<file path="src/sbr_params.svh">
`ifndef SBR_PARAMS_SVH
`define SBR_PARAMS_SVH
// reset values of the two masks
`define SBR_SRE_RESET 8'hFF
`define SBR_ESE_RESET 8'hFF
// status byte field positions
`define SBR_BIT_BUSY 0
`define SBR_BIT_MAV 4
`define SBR_BIT_ERR 5
`define SBR_BIT_RQS 6
`define SBR_BIT_ZERO 7
// fixed pattern: b3..b1 one, b7 zero
`define SBR_FIXED_ONES 8'h0E
`define SBR_FIXED_MASK 8'h8E
// event register bit positions
`define SBR_EV_RD 7
`define SBR_EV_WR 6
`define SBR_EV_SYS 5
`define SBR_EV_USR 4
`define SBR_EV_USED 8'hF0
// self-test result codes
`define SBR_TST_OK 8'h00
`define SBR_TST_FAULT 8'h01
// cycles of the self-test run
`define SBR_TST_CYCLES 8'h10
`endif

</file>
<file path="src/sbr_pkg.sv">
package sbr_pkg;
    // command codes decoded upstream, with or without the asterisk
    typedef enum logic [3:0] {
        SBR_CMD_NONE = 4'h0,
        SBR_CMD_SRE_SET = 4'h1,
        SBR_CMD_SRE_Q = 4'h2,
        SBR_CMD_STB_Q = 4'h3,
        SBR_CMD_ESR_Q = 4'h4,
        SBR_CMD_ESE_SET = 4'h5,
        SBR_CMD_ESE_Q = 4'h6,
        SBR_CMD_IDN_Q = 4'h7,
        SBR_CMD_RST = 4'h8,
        SBR_CMD_TST_Q = 4'h9,
        SBR_CMD_CLS = 4'hA
    } sbr_cmd_e;
    typedef enum logic [2:0] {
        SBR_ST_IDLE = 3'b001,
        SBR_ST_TEST = 3'b010,
        SBR_ST_DONE = 3'b100
    } sbr_state_e;
    typedef struct packed {
        logic valid;
        sbr_cmd_e cmd;
        logic [7:0] value;
    } sbr_req_s;
    typedef struct packed {
        logic valid;
        logic [7:0] value;
    } sbr_rsp_s;
    typedef struct packed {
        logic rd_incomplete;
        logic wr_incomplete;
        logic sys_error;
        logic user_error;
    } sbr_event_s;
endpackage

</file>
<file path="src/sbr_status.sv">
`timescale 1ns/100ps
`include "sbr_params.svh"
// Notes on behaviour
// - mask assignment stores value 0..255 as status enable mask
// - status query returns status byte anded with enable mask
// - serial poll returns the status byte unmasked
// - bit 0 is one while any axis moves
// - bit 6 set internally when output ready; never masked
// - bit 4 shows output buffer holds characters
// - bit 5 shows a detected error condition
// - with mask 1 query gives 0x00 idle, 0x01 busy, plus bit 6
// - enable mask query returns mask; resets to 0xFF
// - event query returns read, write, system, user error bits; low zero
// - event enable mask gates which events reach the summary
// - event mask assignment stored, resets to 0xFF
// - event mask query returns stored event mask
// - identity query returns product code xor firmware code
// - reset command returns all state except the last poll byte and poll strobe, masks included, to defaults
// - self-test query returns fault code or normal result code
// - commands accepted with or without leading asterisk
// - clear command empties the event register and clears status bit 5, keeping only events that arrive in the same cycle
module sbr_status
    import sbr_pkg::*;
#(
    parameter int AXES = 3,
    parameter logic [7:0] PRODUCT_CODE = 8'h5A, // arbitrary value
    parameter logic [7:0] FIRMWARE_REV = 8'h01 // arbitrary value
) (
    input wire logic core_clk, // 40 MHz clock
    input wire logic rst_n, // synchronous reset, active low
    input wire sbr_req_s req, // decoded command, one-cycle valid
    output sbr_rsp_s rsp, // query answer, one-cycle valid
    input wire logic poll, // serial poll strobe
    output logic [7:0] poll_byte, // unmasked status byte
    output logic poll_valid, // poll answer strobe
    input wire logic [AXES-1:0] axis_moving, // per-axis motion levels
    input wire logic out_pending, // output buffer holds chars
    input wire logic out_ready, // response data ready for host
    input wire sbr_event_s event_in, // one-cycle event pulses
    input wire logic selftest_fault, // internal fault level
    output logic cold_reset // pulse to reset rest of device
);
    logic [7:0] sre_mask;
    logic [7:0] ese_mask;
    logic [7:0] event_status_flags;
    logic [7:0] stb;
    logic err_flag;
    logic busy;
    logic [7:0] tst_cnt;
    logic tst_fault;
    sbr_state_e state;
    logic do_rst;
    logic next_err_flag;

    // cold reset command acts like the reset pin for this block, except poll_byte and poll_valid
    // cold reset
    assign do_rst = req.valid && (req.cmd == SBR_CMD_RST);

    always_ff @(posedge core_clk) begin
        if (!rst_n) begin
            cold_reset <= 1'b0;
        end else begin
            cold_reset <= do_rst;
        end
    end

    assign busy = |axis_moving;

    // enable masks; asterisk stripping is done by the parser upstream
    // either spelling, same code
    always_ff @(posedge core_clk) begin
        if (!rst_n || do_rst) begin
            sre_mask <= `SBR_SRE_RESET;
        end else if (req.valid && req.cmd == SBR_CMD_SRE_SET) begin
            sre_mask <= req.value;
        end
    end

    always_ff @(posedge core_clk) begin
        if (!rst_n || do_rst) begin
            ese_mask <= `SBR_ESE_RESET;
        end else if (req.valid && req.cmd == SBR_CMD_ESE_SET) begin
            ese_mask <= req.value;
        end
    end

    // event register: sticky, cleared by its query or by clear command;
    // a new event in the clearing cycle still lands
    // event bits
    always_ff @(posedge core_clk) begin
        if (!rst_n || do_rst) begin
            event_status_flags <= 8'h00;
        end else begin
            if (req.valid && (req.cmd == SBR_CMD_ESR_Q ||
                              req.cmd == SBR_CMD_CLS)) begin
                event_status_flags <= {event_in, 4'h0};
            end else begin
                event_status_flags <= event_status_flags | {event_in, 4'h0};
            end
        end
    end

    // error summary: enabled events, cleared by clear command unless an enabled event arrives in that cycle
    // event gating
    always_comb begin
        next_err_flag = err_flag | (|(event_status_flags & ese_mask & `SBR_EV_USED));
        if (req.valid && req.cmd == SBR_CMD_CLS) begin
            next_err_flag = |({event_in, 4'h0} & ese_mask);
        end
    end

    always_ff @(posedge core_clk) begin
        if (!rst_n || do_rst) begin
            err_flag <= 1'b0;
        end else begin
            err_flag <= next_err_flag;
        end
    end

    // status byte assembly; mav tracks the buffer level directly so it
    // drops the cycle the last character leaves
    // fixed bits
    always_comb begin
        stb = `SBR_FIXED_ONES;
        stb[`SBR_BIT_BUSY] = busy;
        stb[`SBR_BIT_MAV] = out_pending;
        stb[`SBR_BIT_ERR] = err_flag;
        stb[`SBR_BIT_RQS] = out_ready;
    end

    always_ff @(posedge core_clk) begin
        if (!rst_n) begin
            poll_byte <= 8'h00;
            poll_valid <= 1'b0;
        end else begin
            poll_valid <= poll;
            if (poll) begin
                poll_byte <= stb;
            end
        end
    end

    // self-test: short fixed run, fault sampled along the way
    // self-test run
    always_ff @(posedge core_clk) begin
        if (!rst_n || do_rst) begin
            state <= SBR_ST_IDLE;
            tst_cnt <= 8'h00;
            tst_fault <= 1'b0;
        end else begin
            case (state)
                SBR_ST_IDLE: begin
                    if (req.valid && req.cmd == SBR_CMD_TST_Q) begin
                        state <= SBR_ST_TEST;
                        tst_cnt <= `SBR_TST_CYCLES;
                        tst_fault <= 1'b0;
                    end
                end
                SBR_ST_TEST: begin
                    tst_fault <= tst_fault | selftest_fault;
                    tst_cnt <= tst_cnt - 8'h01;
                    if (tst_cnt == 8'h01) begin
                        state <= SBR_ST_DONE;
                    end
                end
                SBR_ST_DONE: begin
                    state <= SBR_ST_IDLE;
                end
                default: begin
                    state <= SBR_ST_IDLE;
                end
            endcase
        end
    end

    // query answers, one cycle after the request; self-test answer one cycle after the DONE state
    always_ff @(posedge core_clk) begin
        if (!rst_n || do_rst) begin
            rsp <= '0;
        end else begin
            rsp.valid <= 1'b0;
            if (state == SBR_ST_DONE) begin
                rsp.valid <= 1'b1;
                rsp.value <= tst_fault ? `SBR_TST_FAULT : `SBR_TST_OK;
            end else if (req.valid) begin
                case (req.cmd)
                    SBR_CMD_STB_Q: begin
                        rsp.valid <= 1'b1;
                        rsp.value <= (stb & sre_mask) |
                                     (stb & 8'h40);
                    end
                    SBR_CMD_SRE_Q: begin
                        rsp.valid <= 1'b1;
                        rsp.value <= sre_mask;
                    end
                    SBR_CMD_ESR_Q: begin
                        rsp.valid <= 1'b1;
                        rsp.value <= event_status_flags & `SBR_EV_USED;
                    end
                    SBR_CMD_ESE_Q: begin
                        rsp.valid <= 1'b1;
                        rsp.value <= ese_mask;
                    end
                    SBR_CMD_IDN_Q: begin
                        rsp.valid <= 1'b1;
                        rsp.value <= PRODUCT_CODE ^ FIRMWARE_REV;
                    end
                    default: begin
                        rsp.valid <= 1'b0;
                    end
                endcase
            end
        end
    end

    AST_FIXED_BITS:
    assert property (@(posedge core_clk) disable iff (!rst_n)
        poll |=> ((poll_byte & `SBR_FIXED_MASK) == `SBR_FIXED_ONES))
        else $error("fixed status bits wrong");

    AST_POLL_BUSY:
    assert property (@(posedge core_clk) disable iff (!rst_n)
        poll |=> (poll_byte[0] == $past(busy)) && poll_valid)
        else $error("poll busy bit wrong");

    AST_POLL_MAV:
    assert property (@(posedge core_clk) disable iff (!rst_n)
        poll |=> poll_byte[`SBR_BIT_MAV] == $past(out_pending))
        else $error("poll buffer bit wrong");

    AST_POLL_ERR:
    assert property (@(posedge core_clk) disable iff (!rst_n)
        poll |=> poll_byte[`SBR_BIT_ERR] == $past(err_flag))
        else $error("poll error bit wrong");

    // mask reset; the first edges of the run are held off
    AST_SRE_DEFAULT:
    assert property (@(posedge core_clk) disable iff (!rst_n)
        $past(!rst_n) |-> sre_mask == 8'hFF)
        else $error("enable mask not default");

    AST_ESE_DEFAULT:
    assert property (@(posedge core_clk) disable iff (!rst_n)
        do_rst |=> ese_mask == 8'hFF)
        else $error("event mask not default after reset command");

    AST_COLD_RESET:
    assert property (@(posedge core_clk) disable iff (!rst_n)
        do_rst |=> cold_reset && sre_mask == `SBR_SRE_RESET &&
        event_status_flags == 8'h00 && !err_flag)
        else $error("cold reset incomplete");

    AST_SRE_STORE:
    assert property (@(posedge core_clk) disable iff (!rst_n)
        (req.valid && req.cmd == SBR_CMD_SRE_SET) |=>
        sre_mask == $past(req.value))
        else $error("enable mask not stored");

    AST_STB_MASK:
    assert property (@(posedge core_clk) disable iff (!rst_n)
        (req.valid && req.cmd == SBR_CMD_STB_Q && state != SBR_ST_DONE)
        |=> rsp.valid && rsp.value[0] == ($past(busy) & $past(sre_mask[0])))
        else $error("status query masking wrong");

    AST_RQS_UNMASKED:
    assert property (@(posedge core_clk) disable iff (!rst_n)
        (req.valid && req.cmd == SBR_CMD_STB_Q && state != SBR_ST_DONE)
        |=> rsp.value[`SBR_BIT_RQS] == $past(out_ready))
        else $error("request bit masked in status query");

    AST_ESR_LOW:
    assert property (@(posedge core_clk) disable iff (!rst_n)
        event_status_flags[3:0] == 4'h0)
        else $error("event low bits set");

    AST_ERR_SET:
    assert property (@(posedge core_clk) disable iff (!rst_n)
        ((|(event_status_flags & ese_mask & `SBR_EV_USED)) && !do_rst &&
         !(req.valid && req.cmd == SBR_CMD_CLS)) |=> err_flag)
        else $error("enabled event did not raise error");

    AST_CLS_CLEAR:
    assert property (@(posedge core_clk) disable iff (!rst_n)
        (req.valid && req.cmd == SBR_CMD_CLS && event_in == '0) |=>
        !err_flag && event_status_flags == 8'h00)
        else $error("clear left error state");

    AST_ESE_READ:
    assert property (@(posedge core_clk) disable iff (!rst_n)
        (req.valid && req.cmd == SBR_CMD_ESE_Q && state != SBR_ST_DONE)
        |=> rsp.valid && rsp.value == $past(ese_mask))
        else $error("event mask readback wrong");

    AST_TST_DONE:
    assert property (@(posedge core_clk) disable iff (!rst_n)
        (state == SBR_ST_IDLE && req.valid && req.cmd == SBR_CMD_TST_Q)
        |=> (state == SBR_ST_TEST) ##16 (state == SBR_ST_DONE) ##1 rsp.valid)
        else $error("self-test timing wrong");
endmodule

</file>
<file path="config.mk">
export PLATFORM = sky130hd
export DESIGN_NAME = sbr_status
export DESIGN_NICKNAME = d
export VERILOG_FILES = /design/src/sbr_pkg.sv /design/src/sbr_status.sv
export VERILOG_INCLUDE_DIRS = /design/src
export SDC_FILE = /design/constraint.sdc
export NUM_CORES = 1
export LEC_CHECK = 0
export ABC_CLOCK_PERIOD_IN_PS = 4000
export CORE_ASPECT_RATIO = 0.5
export CORE_MARGIN = 2
export CORE_UTILIZATION = 65
export CTS_CLUSTER_SIZE = 28
export DETAILED_ROUTE_END_ITERATION = 12
export DONT_BUFFER_PORTS = 1
export HOLD_SLACK_MARGIN = 0.1
export PLACE_DENSITY_LB_ADDON = 0.15
export SYNTH_ARGS = -nofsm -noshare
export SYNTH_HDL_FRONTEND = slang
export SYNTH_SLANG_ARGS = --single-unit
</file>
<file path="constraint.sdc">
create_clock -name core_clk -period 4 [get_ports core_clk]
set_input_delay 0.8 -clock core_clk [delete_from_list [all_inputs] [get_ports core_clk]]
set_output_delay 0.8 -clock core_clk [all_outputs]
set_load 0.01 [all_outputs]
</file>
==> impl_metrics.toml, run 1 <==
[final_layout]
final_cell_mix = "nand2_1, dfxtp_1, nor2_1, a21oi_1, nand3_1"
final_util = 0.728
final_cells = 311
diodes = 0
final_nets = 298
drive_gt1_frac = 0.0480
syn_to_final_growth_pct = 3.24

[floorplanning]
initial_core_util = 0.705
rows = 14
fp.dieW_um = 86.2
dieHeight_um = 45.1
io_pins = 45
die_area_mm2 = 0.00389
core_area_mm2 = 0.00312

[critical_path]
crit_type = "primary input to flip-flop"
cp-startpoint = "req[10]"
critical_path_required_ps = 4140
r2r_start = "state[2]"
cp-start-kind = "primary input"
r2r_cells = 4
cp_data_arrival_time_ps = 2140
crit_fanout = 25
worstSetupEndpointType = "flip-flop"

[synthesis]
seq_area_frac_synth = 0.446
avgSynthCellArea_um2 = 7.94
netlist_instances = 277
synth_edf_count = 0
synth-main-ff-cell = "dfxtp_1"
yosys_warnings = 0
async_flop_share = 0
synth-seq-cells = 49
syn-num-nets = 305
synth_cell_types = 49
syn_area_mm2 = 0.00220

[timing]
tns_ps = 0
slew_violations = 0
maxSlewHeadroom = 0.345
worstMarginPinSlew_ps = 979
fin_skew_ps = 5.14
rsz0062_at_grt = "false"
layout_setup_ws_ps = 2000
finalSetupViolCount = 0
holdWs_ps = 485
min_period_ps = 2000
fmax_mhz = 500
finalCritPeriodShare = 0.500
hold_viol_final = 0

[status]
status = "finished clean"

[clocking]
cts_root_buffer = "clkbuf_8"
cts_hold_buffers = 0
clock_latency_ps = 300
cts_buffers = 5
cts_resized = 0
clk_path_buf_depth = 2
clock-sinks = 49
cts_tree = "built"
cts_htree_levels = 2
postCtsSetupBuffers = 0
clk_pin_slew_worst_paths_ps = 80

[routing]
via_per_inst = 6.34
ant_nets = 0
first_iter_violations = 145
dr.pass1.iters = 5
avgRoutedWirePerCell_um = 16.4
drc_errors = 0
totalWireLength_mm = 5.10
num_vias = 1973

[power_and_ir_drop]
leakagePower_nw = 0.919
ir_drop_v = 0.000254
powerDensity_mw_per_mm2 = 380

[run]
drv_cap = 0

[worst_hold_path]
min_from = "tst_cnt[7]"
hold_depth = 1
min_path_type = "flip-flop to flip-flop"

[global_routing]
antenna_found_initial = 0
first_global_vias = 1767
grt_pass1_wl_mm = 8.36
grt_usage = 0.281
grt-ovfl-total = 0
grt_max_degree = 26

[place]
placedCellCount = 303
dp_slack_ps = 1680
gp_congestion = 0.887
port_buffers = 0
dpl.hpwl_mm = 3.73
-- routing by layer --
layer  global-route usage  wire (um)  vias to the layer above  share of wire
li1                     -          -                      955              -
met1                0.378       2370                      922           0.47
met2                0.439       2240                       82           0.44
met3               0.0823        402                       14          0.079
met4                0.106         77                        0          0.015
met5                    0          0                        -              0
-- kinds of logic after synthesis --
kind of cell / Yosys count / synth area share
AOI/OAI and AO/OA: 59 / 0.172
adders and majority gates: 2 / 0.0114
buffers and inverters: 20 / 0.0415
DFF: 49 / 0.446
muxes: 5 / 0.0233
other: 1 / 0.00171
and+or+nand+nor: 141 / 0.304
-- registers in the layout, summed over array words and instances, names as in the netlist --
name and cells:
tst_cnt 8, tst_fault 1, cold_reset 1, state 3
poll_byte 5, poll_valid 1, err_flag 1, ese_mask 8
event_status_flags 4, sre_mask 8, rsp 9
-- area by class of cell --
| cell class | count | area, um^2 |
|---|---|---|
| clock buffers | 5 | 68.8 |
| clock inverters | 3 | 17.5 |
| fillers | 265 | 848 |
| inverters | 5 | 18.8 |
| multi-input cells | 208 | 1130 |
| flip-flops and latches | 49 | 981 |
| well taps | 40 | 50.0 |
| repair buffers | 1 | 7.51 |
-- where the power goes --
group | leakage [nW] | internal, mW | switching, mW
Sequential | 0.400 | 0.503 | 0.0160
Clock | 0.0439 | 0.121 | 0.162
Combinational | 0.475 | 0.0261 | 0.0359
-- stage by stage --
step	area (um^2)	power, mW
after CTS	2270	0.866
after global routing	2270	0.897
after floorplan	2200	0.586
after detailed placement	2180	0.591
after global placement	2180	0.589
final	2270	0.863
-- critical path: stages --
cell and delay [ps]:
and3b_1 190, nand2_1 180, nor2_1 70, nor2_1 740
nand3_1 160
-- Yosys cell counts, drive strengths merged (4+ instances only) --
library cell / instances / share of area
dfxtp: 49 / 0.45
nand2: 49 / 0.084
nor2: 32 / 0.055
a21oi: 27 / 0.061
nand3: 26 / 0.059
buf: 8 / 0.021
clkbuf: 7 / 0.012
nor3: 6 / 0.014
a211oi: 5 / 0.017
nand2b: 5 / 0.014
inv: 4 / 0.0068
mux2i: 4 / 0.018
nand3b: 4 / 0.014
nor2b: 4 / 0.011
-- final timing paths --
path	to	slack [ps]
max reg2reg	rsp[1]	2190
min	tst_cnt[7]	480
max	sre_mask[7]	2000
min reg2reg	tst_cnt[7]	480
No activity file was read; power rests on OpenSTA's default activity.
==> run 2, diff against run 1 <==
- ABC_AREA: unset -> 1
- ABC_CLOCK_PERIOD_IN_PS: 4000 -> 1700
- CORE_UTILIZATION: 65 -> 56
- clock period: 4 -> 1.7 ns (I/O delays scaled with it)
==> run 2 against run 1 <==
Net effect: worst hold slack got worse by 340 ps; highest routed layer unchanged; power is 150% higher; setup slack got worse by 1600 ps; via count rose by 4.6%; critical endpoint is now tst_cnt[3]; die area is 18% higher; clock power increased to 2.7 times the previous value; largest cell class unchanged; final cell count increased by 24%; count of clock-buffer cells in the layout is 2 higher.
==> impl_metrics.toml, run 2 <==
[power_and_ir_drop]
leakagePower_nw = 1.12
power_frac_comb = 0.079
switching_power_mw = 0.532
ir_drop_v = 0.000398
pwr-share-clk = 0.348
power_frac_seq = 0.572
p_int_mw = 1.62
p_sw_frac = 0.248
powerDensity_mw_per_mm2 = 897

[routing]
dr.pass1.iters = 5
totalWireLength_mm = 5.10
num_vias = 2063
via_per_inst = 5.33
first_iter_violations = 170
avgRoutedWirePerCell_um = 13.2
ant_nets = 0
drc_errors = 0

[critical_path]
worstSetupEndpointType = "flip-flop"
cp_data_arrival_time_ps = 1490
cp-start-kind = "flip-flop"
critical_path_required_ps = 1900
crit_type = "flip-flop to flip-flop"
crit_fanout = 8

[global_routing]
grt_max_degree = 22
antenna_found_initial = 0
grt_pass1_wl_mm = 8.38
grt_usage = 0.236
first_global_vias = 1816
grt-ovfl-total = 0

[clocking]
clk_pin_slew_worst_paths_ps = 90
cts_buffers = 5
cts_root_buffer = "clkbuf_8"
cts_hold_buffers = 0
postCtsSetupBuffers = 0
cts_tree = "built"
cts_resized = 0
clock-sinks = 49
clock_latency_ps = 300
cts_htree_levels = 2
clk_path_buf_depth = 2

[status]
status = "finished clean"

[synthesis]
synth_area_leaders = "dfxtp_1, nand2_1, nand3_1"
synth_cell_types = 25
seq_area_frac_synth = 0.433
synth-main-ff-cell = "dfxtp_1"
synth-compound-area-share = 0.112
yosys_warnings = 0
syn_area_mm2 = 0.00226
synth_top_family_by_area = "simple AND/OR/NAND/NOR gates"
synth-adder-area-share = 0.0111
syn-num-nets = 358
netlist.area_leader.share = 0.433
synth.largest_area_cell = "dfxtp_1"
synth_edf_count = 0
synth-simple-area-share = 0.354
synth_common_cells = "nand2_1, dfxtp_1, nand3_1"
synthMuxAreaShare = 0
synth_xor_area_frac = 0
async_flop_share = 0
synth-seq-cells = 49
netlist_instances = 330
avgSynthCellArea_um2 = 6.86
yosysMostFrequentCell = "nand2_1"

[place]
dpl_cell_area_mm2 = 0.00229
gp_congestion = 0.862
port_buffers = 0
placedCellCount = 379
dpl.hpwl_mm = 3.92

[final_layout]
largest_reg_flops = 9
final_area_mm2 = 0.00239
diodes = 0
final_nets = 360
drive_gt1_frac = 0.0661
final_cells = 387
syn_to_final_growth_pct = 5.80
final_cell_mix = "nand2_1, dfxtp_1, nand3_1, inv_1, nor2_1"
final_common_cell = "nand2_1"
final_util = 0.617
multi_input_area_mm2 = 0.00108
fill_cells = 391
seq_area_um2 = 981
top_register = "rsp"

[timing]
hold_viol_final = 0
finalSetupViolCount = 0
finalCritPeriodShare = 0.760
rsz0062_at_grt = "false"
holdWs_ps = 144
tns_ps = 0
min_period_ps = 1290
slew_violations = 0
fmax_mhz = 774
fin_skew_ps = 3.02

[floorplanning]
fp.dieW_um = 93.9
io_pins = 45
rows = 16
core_area_mm2 = 0.00388
die_area_mm2 = 0.00460
dieHeight_um = 49.0
initial_core_util = 0.583

[run]
drv_cap = 0

[worst_hold_path]
min_path_type = "primary input to flip-flop"
## run 2: through the flow
step / total power [mW] / worst slack (ps)
floorplan: 1.40 / 558
global placement: 1.42 / 401
detailed placement: 1.43 / 351
CTS: 2.16 / 397
global route: 2.25 / 248
finish: 2.15 / 408
## run 2: final timing paths
path                from  depth (start not counted)  slack [ps]           end
min reg2reg  ese_mask[3]                          2         470   ese_mask[3]
max reg2reg     state[2]                          7         410    tst_cnt[3]
min                rst_n                          2         140  poll_byte[3]
max             state[2]                          7         410    tst_cnt[3]
## run 2: routing by layer
layer / part of all wire / wire length (um) / vias to the layer above / GRT usage
li1: - / - / 1061 / -
met1: 0.45 / 2290 / 916 / 0.324
met2: 0.44 / 2260 / 76 / 0.364
met3: 0.095 / 485 / 10 / 0.0773
met4: 0.011 / 57 / 0 / 0.0556
met5: 0 / 0 / - / 0
## run 2: layout make-up
cell class | instances | area share
Clock buffer | 7 | 0.0402
Tap cell | 54 | 0.0282
Timing Repair Buffer | 4 | 0.0125
Clock inverter | 1 | 0.00209
Sequential cell | 49 | 0.410
Multi-Input combinational cell | 237 | 0.452
Inverter | 35 | 0.0549
## run 2: power by group through the flow
| stage | clock network (mW) | registers (mW) | logic [mW] |
|---|---|---|---|
| final | 0.748 | 1.23 | 0.170 |
| after global placement | 0 | 1.26 | 0.165 |
| after detailed placement | 0 | 1.26 | 0.169 |
| after global routing | 0.815 | 1.24 | 0.196 |
| after CTS | 0.762 | 1.23 | 0.170 |
| after floorplan | 0 | 1.24 | 0.154 |
## run 2: cell families (layout without fill, tap and decap cells)
family,Yosys count,count (layout)
simple gates,186,186
flops,49,49
compound gates,48,48
buf+inv,44,47
fa+ha+maj,2,2
other cells,1,1
## run 2: worst max-delay path, stage by stage, from the launching register on
cell      delay [ps]
dfxtp_1          340
inv_1             50
nand3_1          100
nand3b_2         340
nand2_1          200
nand2_1           60
nand2_1           50
nor2_1            40
==> run 3, diff against run 2 <==
- ABC_CLOCK_PERIOD_IN_PS: 1700 -> 1300
- CORE_UTILIZATION: 56 -> 62
- clock period: 1.7 -> 1.3 ns (I/O delays scaled with it)
==> run 3 against run 2 <==
Net effect: die area is 9.1% lower; via count grew 10%; count of clock-buffer cells in the layout is the same; register-to-register slack worse by 350 ps; wire length up 13%; combinational power is 65% higher; first-iteration DRC count decreased by 10%; final area rose by 11%.
==> impl_metrics.toml, run 3 (synthesized netlist as in run 2, its figures left out) <==
[floorplanning]
dieHeight_um = 46.7
initial_core_util = 0.652
io_pins = 45
rows = 15
core_area_mm2 = 0.00347
die_area_mm2 = 0.00418
fp.dieW_um = 89.4

[timing]
tns_ps = 0
finalSetupViolCount = 0
fmax_mhz = 805
holdWs_ps = 101
min_period_ps = 1240
slew_violations = 0
layout_setup_ws_ps = 58.1
finalCritPeriodShare = 0.955
fin_skew_ps = 9.07
hold_viol_final = 0

[global_routing]
grt_max_degree = 22
grt_pass1_wl_mm = 8.67
first_global_vias = 1957
grt-ovfl-total = 0
antenna_found_initial = 0
grt_usage = 0.280

[final_layout]
largest_reg_flops = 9
final_cell_mix = "nand2_1, dfxtp_1, nand3_1, inv_1, nor2_1"
final_cells = 407
fill_cells = 273
top_register = "rsp"
final_area_mm2 = 0.00265
drive_gt1_frac = 0.0983
diodes = 0
final_common_cell = "nand2_1"
syn_to_final_growth_pct = 17.2
final_util = 0.764
final_nets = 383

[critical_path]
cp_top_family = "flip-flops"
max_stage_delay_ps = 350
critPathBufInv = 2
critical_path_required_ps = 1500
cp_data_arrival_time_ps = 1440
crit_fanout = 9
slowest_stage = "dfxtp_1"
crit_type = "flip-flop to flip-flop"
cp-start-kind = "flip-flop"
crit_path_cell_trace = "nor3_2 > buf_4 > buf_12 > nand3_1 > o21ai_1 > a21oi_1"
worstSetupEndpointType = "flip-flop"

[clocking]
cts_tree = "built"
clock-sinks = 49
clock_latency_ps = 300
cts_root_buffer = "clkbuf_8"
cts_htree_levels = 2
cts_buffers = 5
clk_pin_slew_worst_paths_ps = 90
clk_path_buf_depth = 2

[power_and_ir_drop]
power_frac_comb = 0.093
pwr-share-clk = 0.373
switching_power_mw = 0.713
p_int_mw = 2.30
power.total_mw = 3.01
power_frac_seq = 0.534
leakagePower_nw = 1.26
p_sw_frac = 0.237
powerDensity_mw_per_mm2 = 1130
ir_drop_v = 0.000722

[place]
placedCellCount = 383
gp_congestion = 0.958
port_buffers = 0
dpl_cell_area_mm2 = 0.00235
dp_slack_ps = -10.7
dpl.hpwl_mm = 4.05

[status]
status = "finished clean"

[routing]
num_vias = 2270
ant_nets = 0
drc_errors = 0
dr.pass1.iters = 5
avgRoutedWirePerCell_um = 14.1
via_per_inst = 5.58
first_iter_violations = 153
totalWireLength_mm = 5.76

[worst_hold_path]
min_path_type = "primary input to flip-flop"

[run]
drv_cap = 0
## run 3: changes by cell type in the layout (fill, tap and decap cells not counted), moves of 2 or more
cell           delta
o21ai_1           +2
dlygate4sd3_1    +13
o21ai_0           -2
buf_4             +8
buf_12            +2
## run 3: layout make-up
class                      count  area [um^2]  share of cell area
multi-input combinational    237         1100               0.414
sequential                    49          982               0.370
timing repair buffer          27          260              0.0981
inverter                      35          131              0.0495
clock buffer                   7         86.3              0.0325
tap                           51         63.8              0.0240
clock inverter                 1         30.0              0.0113
## run 3: timing repair
item                                    4_1_cts  5_1_grt
hold buffers                                 13        0
hold endpoints to repair                     18        0
resized for setup                             1        6
setup buffers                                 0        3
endpoints found under the setup margin        2        5
## run 3: worst reg2reg max path, cell delays in order, from the launching register on
cell,delay [ps]
dfxtp_1,350
nor3_2,180
buf_4,160
buf_12,120
nand3_1,110
o21ai_1,150
a21oi_1,70
## run 3: power by group through the flow
stage | sequential, mW | clock (mW) | combinational, mW
finish | 1.61 | 1.12 | 0.280
global route | 1.62 | 1.17 | 0.316
global placement | 1.64 | 0 | 0.230
detailed placement | 1.64 | 0 | 0.236
CTS | 1.61 | 1.12 | 0.273
floorplan | 1.63 | 0 | 0.202
## run 3: final timing paths
kind / start / to / slack, ps / cells after the start
max: state[0] / tst_cnt[7] / 60 / 6
min: rst_n / poll_byte[6] / 100 / 2
max reg2reg: state[0] / tst_cnt[7] / 60 / 6
min reg2reg: tst_cnt[6] / tst_cnt[6] / 470 / 2
## run 3: layer usage
layer	track usage	share of wire
met1	0.347	0.43
met2	0.492	0.47
met3	0.0842	0.085
met4	0.0687	0.0087
met5	0	0
